### config.mk
export PLATFORM = sky130hd
export DESIGN_NAME = ppm_power_mgmt_regs
export DESIGN_NICKNAME = d
export VERILOG_FILES = /design/src/core/ppm_pkg.sv /design/src/core/ppm_wake.sv /design/src/core/ppm_misc.sv /design/src/core/ppm_power_mgmt_regs.sv
export SDC_FILE = /design/constraint.sdc
export NUM_CORES = 1
export LEC_CHECK = 0
export ABC_AREA = 0
export BUFFER_PORTS_ARGS = -buffer_cell sky130_fd_sc_hd__buf_4
export CAP_MARGIN = 20
export CORE_ASPECT_RATIO = 1.2
export CORE_UTILIZATION = 45
export DETAILED_ROUTE_END_ITERATION = 12
export PLACE_DENSITY = 0.92
export RECOVER_POWER = 100
export SLEW_MARGIN = 20
export SYNTH_ARGS = -nofsm -noshare
export SYNTH_HDL_FRONTEND = slang
export SYNTH_SLANG_ARGS = --single-unit
### constraint.sdc
create_clock -name CLK_SYS -period 2.2 [get_ports CLK_SYS]
set_input_delay 0.11 -clock CLK_SYS [delete_from_list [all_inputs] [get_ports CLK_SYS]]
set_output_delay 0.11 -clock CLK_SYS [all_outputs]
set_load 0.01 [all_outputs]
### src/core/ppm_pkg.sv
// Constants shared by the power management register block and its helpers.
// Assumes byte addresses of configuration space, eight bits wide.
package ppm_pkg;

    ////////////////////////////////////////////////////////////////////////////
    // Configuration space offsets.
    localparam logic [7:0]  PPM_OFF_PMCSR      = 8'h48;
    localparam logic [7:0]  PPM_OFF_EXT        = 8'h4A;
    localparam logic [7:0]  PPM_OFF_MISC       = 8'hF0;

    ////////////////////////////////////////////////////////////////////////////
    // Control and status register fields.
    localparam int          PPM_BIT_WAKE_FLAG  = 15;
    localparam int          PPM_BIT_WAKE_EN    = 8;
    localparam int          PPM_PS_MSB         = 1;
    localparam int          PPM_PS_LSB         = 0;
    localparam logic [15:0] PPM_PMCSR_RESET    = 16'h0000;
    localparam logic [15:0] PPM_PMCSR_RW_MASK  = 16'h8103;
    localparam logic [15:0] PPM_EXT_VALUE      = 16'h0000;

    ////////////////////////////////////////////////////////////////////////////
    // Power state encodings.
    typedef enum logic [1:0] {
        PPM_D0 = 2'b00,
        PPM_D1 = 2'b01,
        PPM_D2 = 2'b10,
        PPM_D3 = 2'b11
    } ppm_pstate_t;

    ////////////////////////////////////////////////////////////////////////////
    // Miscellaneous configuration register fields.
    localparam int          PPM_BIT_COLD_WAKE  = 15;
    localparam int          PPM_BIT_MID_WAKE   = 13;
    localparam int          PPM_BIT_MID_CAP    = 10;
    localparam logic [15:0] PPM_MISC_RW_MASK   = 16'hA43F;
    localparam logic [15:0] PPM_MISC_RESET     = 16'h2400;
    localparam logic [15:0] PPM_MISC_HI_VALUE  = 16'h0000;

endpackage

### src/core/ppm_wake.sv
// Wake event flag, wake output enable and the open-drain wake pin drive.
// Assumes strobes from the same clock; untouched by the D3hot exit reset.
module ppm_wake
    import ppm_pkg::*;
(
    input  wire logic clk,
    input  wire logic rst,
    input  wire logic wake_event,
    input  wire logic flag_clr,
    input  wire logic en_wr,
    input  wire logic en_wdata,
    output logic      wake_event_flag_q,
    output logic      wake_output_enable_q,
    output logic      pme_oe_n_q
);

    ////////////////////////////////////////////////////////////////////////////
    // A new event wins over a simultaneous write-one clear.
    always_ff @(posedge clk or posedge rst) begin
        if (rst) begin
            wake_event_flag_q <= PPM_PMCSR_RESET[PPM_BIT_WAKE_FLAG];
        end else if (wake_event) begin
            wake_event_flag_q <= 1'b1;
        end else if (flag_clr) begin
            wake_event_flag_q <= 1'b0;
        end
    end

    always_ff @(posedge clk or posedge rst) begin
        if (rst) begin
            wake_output_enable_q <= PPM_PMCSR_RESET[PPM_BIT_WAKE_EN];
        end else if (en_wr) begin
            wake_output_enable_q <= en_wdata;
        end
    end

    ////////////////////////////////////////////////////////////////////////////
    // The pin is pulled low in the cycle after the flag and the enable are both set.
    always_ff @(posedge clk or posedge rst) begin
        if (rst) begin
            pme_oe_n_q <= 1'b1;
        end else begin
            pme_oe_n_q <= ~(wake_event_flag_q & wake_output_enable_q);
        end
    end

endmodule

### src/core/ppm_misc.sv
// Miscellaneous configuration register, low half; the high half reads zero.
// Assumes a synchronous soft reset pulse from the D3hot exit logic.
module ppm_misc
    import ppm_pkg::*;
(
    input  wire logic        clk,
    input  wire logic        rst,
    input  wire logic        soft_rst,
    input  wire logic        wr_b0,
    input  wire logic        wr_b1,
    input  wire logic [15:0] wdata,
    output logic      [15:0] misc_q
);

    logic [15:0] misc_d;

    always_comb begin
        misc_d = misc_q;
        if (wr_b0) begin
            misc_d[7:0] = wdata[7:0] & PPM_MISC_RW_MASK[7:0];
        end
        if (wr_b1) begin
            misc_d[15:8] = wdata[15:8] & PPM_MISC_RW_MASK[15:8];
        end
    end

    always_ff @(posedge clk or posedge rst) begin
        if (rst) begin
            misc_q <= PPM_MISC_RESET;
        end else if (soft_rst) begin
            misc_q <= PPM_MISC_RESET;
        end else begin
            misc_q <= misc_d;
        end
    end

endmodule

### src/core/ppm_power_mgmt_regs.sv
// Power management register logic reached over configuration cycles.
// Assumes the configuration port and wake events come from the system clock domain.
//
// What this block does
// - Control/status contents survive the internal reset of a D3hot to D0 exit.
// - Wake event flag bit 15 sets on every wake event, enable or not.
// - Writing one clears the flag and releases the wake pin unless a wake event comes in the same cycle; zero does nothing.
// - Wake output enable bit 8 gates the wake pin; once it is cleared, the pin is released from the next cycle on.
// - Power state field bits 1:0 is writable; 00 D0, 01 D1, 10 D2, 11 D3.
// - Dynamic report control bits 14:9 read zero and ignore writes.
// - Dynamic report flag bit 4 reads zero and ignores writes.
// - Reserved bits 7:5 and 3:2 read zero and ignore writes.
// - Extension byte 15:8 reads 00h.
// - Bridge support byte 7:0 of the extension reads 00h.
// - Whole extension register reads zero and ignores writes.
// - Misc bit 15 is writable and drives the cold-state wake capability bit.
// - Misc bit 13 is writable and drives the D2 wake capability bit.
// - Misc bit 10 is writable and drives the Mid_state_cap_ctrl capability bit.
module ppm_power_mgmt_regs
    import ppm_pkg::*;
(
    input  wire logic        CLK_SYS,
    input  wire logic        SYS_RST,
    input  wire logic        CFG_REQ,
    input  wire logic        CFG_WE,
    input  wire logic [7:0]  CFG_ADDR,
    input  wire logic [3:0]  CFG_BE,
    input  wire logic [31:0] CFG_WDATA,
    input  wire logic        WAKE_EVENT,
    output logic      [31:0] CFG_RDATA,
    output logic             CFG_ACK,
    output logic      [1:0]  POWER_STATE,
    output logic             D3HOT_EXIT_RST,
    output logic             PME_O,
    output logic             PME_OE_N,
    output logic             CAP_COLD_WAKE,
    output logic             CAP_MID_WAKE,
    output logic             CAP_MID_STATE
);

    ////////////////////////////////////////////////////////////////////////////
    // Address decode and write strobes.
    logic        hit_pm;
    logic        hit_misc;
    logic        wr_pm_b0;
    logic        wr_pm_b1;
    logic        wr_misc_b0;
    logic        wr_misc_b1;
    logic        flag_clr;
    logic        d3_exit;
    logic [1:0]  power_state_field_q;
    logic        d3_exit_q;
    logic        wake_event_flag;
    logic        wake_output_enable;
    logic        pme_oe_n;
    logic [15:0] misc_q;
    logic [15:0] pmcsr_rd;
    logic [31:0] rdata_d;
    logic [31:0] rdata_q;
    logic        ack_q;
    logic        pme_o_q;

    assign hit_pm     = CFG_ADDR[7:2] == PPM_OFF_PMCSR[7:2];
    assign hit_misc   = CFG_ADDR[7:2] == PPM_OFF_MISC[7:2];
    assign wr_pm_b0   = CFG_REQ & CFG_WE & hit_pm & CFG_BE[0];
    assign wr_pm_b1   = CFG_REQ & CFG_WE & hit_pm & CFG_BE[1];
    assign wr_misc_b0 = CFG_REQ & CFG_WE & hit_misc & CFG_BE[0];
    assign wr_misc_b1 = CFG_REQ & CFG_WE & hit_misc & CFG_BE[1];

    assign flag_clr   = wr_pm_b1 & CFG_WDATA[PPM_BIT_WAKE_FLAG];

    ////////////////////////////////////////////////////////////////////////////
    // Power state field and detection of the D3hot to D0 exit.
    // power state write
    always_ff @(posedge CLK_SYS or posedge SYS_RST) begin
        if (SYS_RST) begin
            power_state_field_q <= PPM_PMCSR_RESET[PPM_PS_MSB:PPM_PS_LSB];
        end else if (wr_pm_b0) begin
            power_state_field_q <= CFG_WDATA[PPM_PS_MSB:PPM_PS_LSB];
        end
    end

    assign d3_exit = wr_pm_b0 && (power_state_field_q == PPM_D3)
                     && (CFG_WDATA[PPM_PS_MSB:PPM_PS_LSB] == PPM_D0);

    always_ff @(posedge CLK_SYS or posedge SYS_RST) begin
        if (SYS_RST) begin
            d3_exit_q <= 1'b0;
        end else begin
            d3_exit_q <= d3_exit;
        end
    end

    ////////////////////////////////////////////////////////////////////////////
    // Wake flag, enable and pin drive; this part sees only the system reset.
    // flag sets always
    ppm_wake u_wake (
        .clk                  (CLK_SYS),
        .rst                  (SYS_RST),
        .wake_event           (WAKE_EVENT),
        .flag_clr             (flag_clr),
        .en_wr                (wr_pm_b1),
        .en_wdata             (CFG_WDATA[PPM_BIT_WAKE_EN]),
        .wake_event_flag_q    (wake_event_flag),
        .wake_output_enable_q (wake_output_enable),
        .pme_oe_n_q           (pme_oe_n)
    );

    ////////////////////////////////////////////////////////////////////////////
    // Miscellaneous register; it does return to its defaults on the D3hot exit.
    // misc writable mask
    ppm_misc u_misc (
        .clk      (CLK_SYS),
        .rst      (SYS_RST),
        .soft_rst (d3_exit_q),
        .wr_b0    (wr_misc_b0),
        .wr_b1    (wr_misc_b1),
        .wdata    (CFG_WDATA[15:0]),
        .misc_q   (misc_q)
    );

    ////////////////////////////////////////////////////////////////////////////
    // Read data; constant fields are built as zeros here.
    // zero fields
    always_comb begin
        pmcsr_rd = 16'h0000;
        pmcsr_rd[PPM_BIT_WAKE_FLAG] = wake_event_flag;
        pmcsr_rd[PPM_BIT_WAKE_EN] = wake_output_enable;
        pmcsr_rd[PPM_PS_MSB:PPM_PS_LSB] = power_state_field_q;
    end

    always_comb begin
        rdata_d = 32'h0000_0000;
        if (hit_pm) begin
            rdata_d = {PPM_EXT_VALUE, pmcsr_rd};
        end else if (hit_misc) begin
            rdata_d = {PPM_MISC_HI_VALUE, misc_q};
        end
    end

    always_ff @(posedge CLK_SYS or posedge SYS_RST) begin
        if (SYS_RST) begin
            rdata_q <= 32'h0000_0000;
        end else if (CFG_REQ && !CFG_WE) begin
            rdata_q <= rdata_d;
        end
    end

    always_ff @(posedge CLK_SYS or posedge SYS_RST) begin
        if (SYS_RST) begin
            ack_q <= 1'b0;
        end else begin
            ack_q <= CFG_REQ;
        end
    end

    // The wake pin is open drain: its data value stays low, the enable steers it.
    always_ff @(posedge CLK_SYS or posedge SYS_RST) begin
        if (SYS_RST) begin
            pme_o_q <= 1'b0;
        end else begin
            pme_o_q <= 1'b0;
        end
    end

    ////////////////////////////////////////////////////////////////////////////
    // Outputs.
    assign CFG_RDATA      = rdata_q;
    assign CFG_ACK        = ack_q;
    assign POWER_STATE    = power_state_field_q;
    assign D3HOT_EXIT_RST = d3_exit_q;
    assign PME_O          = pme_o_q;
    assign PME_OE_N       = pme_oe_n;
    assign CAP_COLD_WAKE  = misc_q[PPM_BIT_COLD_WAKE];
    assign CAP_MID_WAKE   = misc_q[PPM_BIT_MID_WAKE];
    assign CAP_MID_STATE  = misc_q[PPM_BIT_MID_CAP];

    ////////////////////////////////////////////////////////////////////////////
    // Checks.
    logic rd_pm_q;
    logic rd_misc_q;

    always_ff @(posedge CLK_SYS or posedge SYS_RST) begin
        if (SYS_RST) begin
            rd_pm_q   <= 1'b0;
            rd_misc_q <= 1'b0;
        end else begin
            rd_pm_q   <= CFG_REQ & ~CFG_WE & hit_pm;
            rd_misc_q <= CFG_REQ & ~CFG_WE & hit_misc;
        end
    end
endmodule

==> out/metrics.cfg <==
[route]
route.detailed.drc = 0
via_per_inst = 4.94
first_pass_iters = 4
first_iter_violations = 20
wl_per_cell_um = 12.9
antenna_left = 0
drt_wl_total_um = 2720
num_vias = 1042

[power]
peakVddDrop_v = 0.000223
power.switching_mw = 0.224
swShare_pct = 25.8
power_frac_seq_pct = 58.1
power_per_cell_area_nw_per_um2 = 543
p_clk_share_pct = 28.4
comb_power_share_pct = 13.5
leakage_nw = 0.727
intPower_mw = 0.645
finalPower_mw = 0.869

[worst_setup_path]
startpoint_type = primary input
reg2reg_slack_ns = 1.10
arrival_ns = 1.87
worstPathRequired_ns = 2.46
worstSetupStartpoint = CFG_REQ
path_class = in2reg
reg2reg_from = POWER_STATE[0]
crit_fanout = 5
worstReg2RegEnd = D3HOT_EXIT_RST
reg2reg_depth = 2
worstSetupEndpointType = flop

[synthesis]
async_flop_share_pct = 100
synth_top_area_cell = dfrtp_1
ys_ff_latch = 26
synth_area_um2 = 1400
ys_warn_count = 0
yosysSeqAreaShare_pct = 46.9
yosysTopAreaCellShare_pct = 41.2
synth_ff_type = dfrtp_1
synth.area.top_cells = dfrtp_1 (41%), buf_4 (12%), nand2b_1 (7.2%)
synth_edf_count = 0
synth_top_cells_by_count = buf_4 (23), dfrtp_1 (23), nand2_1 (20), nand2b_1 (16), mux2i_1 (9)
syn-mean-instance-area_um2 = 10.2
synthCells = 137
yosys.cell_types.count = 27

[sta]
holdWs_ns = -0.00997
timing.fmax_mhz = 620
final_max_slew_viol_count = 0
final_hold_viol_count = 23
fin_crit_ns = 1.61
fin_crit_sh_pct = 73.4
setup_viol = 0
timing.max_slew.rel_slack_pct = 35.1
finClkSkew_ns = 0.00608
worst_pin_slew_ns = 0.973
rsz0062_at_grt = no
tns_ns = 0

[run_status]
violations = negative hold slack
status = finished, violations left

[clock_network]
clk_path_buf_depth = 2
numCtsBuffers = 3
clock_latency_ns = 0.33
htree_levels = 1
clock_sinks = 26
clkTransAtPathRegs_ns = 0.14
cts_tree = built
cts_root_buf = clkbuf_4
cts_resized = 0

[worst_hold_path]
hp-class = in2async

[placed_design]
post_dp_cell_area_um2 = 1630
io_buffers = 40
globalplace.congestion = 0.806
hpwlAfterDp_um = 1990

[global_route]
grtUsageTotal_pct = 18.0
grt_overflow_total = 0
grt_pass1_vias = 932
antenna_found_initial = 0
grt_pass1_wl_um = 4350
grt_max_degree = 27

[die]
core_um2 = 2860
die_x_um = 52.9
pin_count = 90
die-area_um2 = 3330
fp-row-count = 21
initial_core_util_pct = 48.8
die_y_um = 63.0

[final_layout]
fin_nets = 227
regArea_um2 = 654
antenna_cells = 0
fill_cells = 284
multi_input_area_um2 = 608
drive_above_1_share_pct = 17.5
area_growth_pct = 14.7
stdcell_area_um2 = 1600

[job]
cap_violations = 0

## state kept, by name, summed over array words and instances (netlist names)
signal and flops:
u_wake.pme_oe_n_q 1, D3HOT_EXIT_RST 1, CFG_ACK 1, u_wake.wake_output_enable_q 1, POWER_STATE 2, CFG_RDATA 10
u_misc.misc_q 9, u_wake.wake_event_flag_q 1
## worst max-delay path by stage
stage	slack, ns	to
4_1_cts	0.79	CFG_RDATA[15]
5_1_grt	0.45	u_misc.misc_q[15]
3_5_place_dp	0.84	POWER_STATE[0]
2_1_floorplan	1.10	POWER_STATE[0]
6_report	0.59	u_misc.misc_q[15]
3_3_place_gp	0.87	POWER_STATE[1]
## metal layers
layer	routed length (um)	GRT usage, %	vias up
met5	0	0	-
met4	79	10.2	0
met3	172	2.92	7
met2	1400	30.5	54
met1	1060	20.7	493
li1	-	-	488
## power groups by stage
stage | Sequential (mW) | Clock [mW] | Combinational (mW)
6_report | 0.505 | 0.247 | 0.117
4_1_cts | 0.506 | 0.249 | 0.127
5_1_grt | 0.507 | 0.265 | 0.130
2_1_floorplan | 0.516 | 0 | 0.0925
3_3_place_gp | 0.514 | 0 | 0.120
3_5_place_dp | 0.515 | 0 | 0.123
## timing repair
| item | 4_1_cts | 5_1_grt |
|---|---|---|
| hold endpoints to repair | 2 | 0 |
| hold buffers | 2 | 0 |
| setup buffers | 0 | 0 |
## area by class of cell
class	count	area share (%)
clock buffers	4	2.27
inverters	1	0.234
multi-input cells	104	38.0
flip-flops and latches	26	40.9
well taps	34	2.66
repair buffers	42	16.0
## layout by cell type, fill, tap and decap left out, types with 2 or more instances in the layout
master,n
o211ai_1,3
nand4_1,4
nand3_1,3
dfstp_1,2
conb_1,23
mux2_1,2
clkbuf_1,17
dlygate4sd3_1,2
mux2i_1,9
nor2b_1,2
clkbuf_4,4
o21ai_0,7
dfrtp_1,23
nand2b_1,16
nand2_1,20
buf_4,22
nor2_1,5
and3_1,2
## critical path, stage by stage
cell           delay, ns
dlygate4sd3_1       0.52
clkbuf_1            0.17
and3_1              0.23
nor3b_1             0.57
mux2i_1             0.26
## cell families after synthesis
kind of cell,Yosys count,share of synthesized area [%]
muxes,12,9.41
other,1,0.269
AOI/OAI and AO/OA,11,4.66
buffers and inverters,29,14.1
DFF,26,46.9
and+or+nand+nor,58,24.7
## per-stage QoR
stage | worst slack [ns] | hold slack (ns) | util (%) | instances
floorplan | 1.10 | 0.141 | - | 159
global placement | 0.866 | 0.252 | 56.9 | 205
detailed placement | 0.842 | 0.252 | 56.9 | 205
CTS | 0.793 | 0.0167 | 58.8 | 211
global route | 0.452 | 0.00832 | 55.9 | 211
finish | 0.586 | -0.00997 | 55.9 | 211
Note: power is estimated with default switching activity, not from simulation.
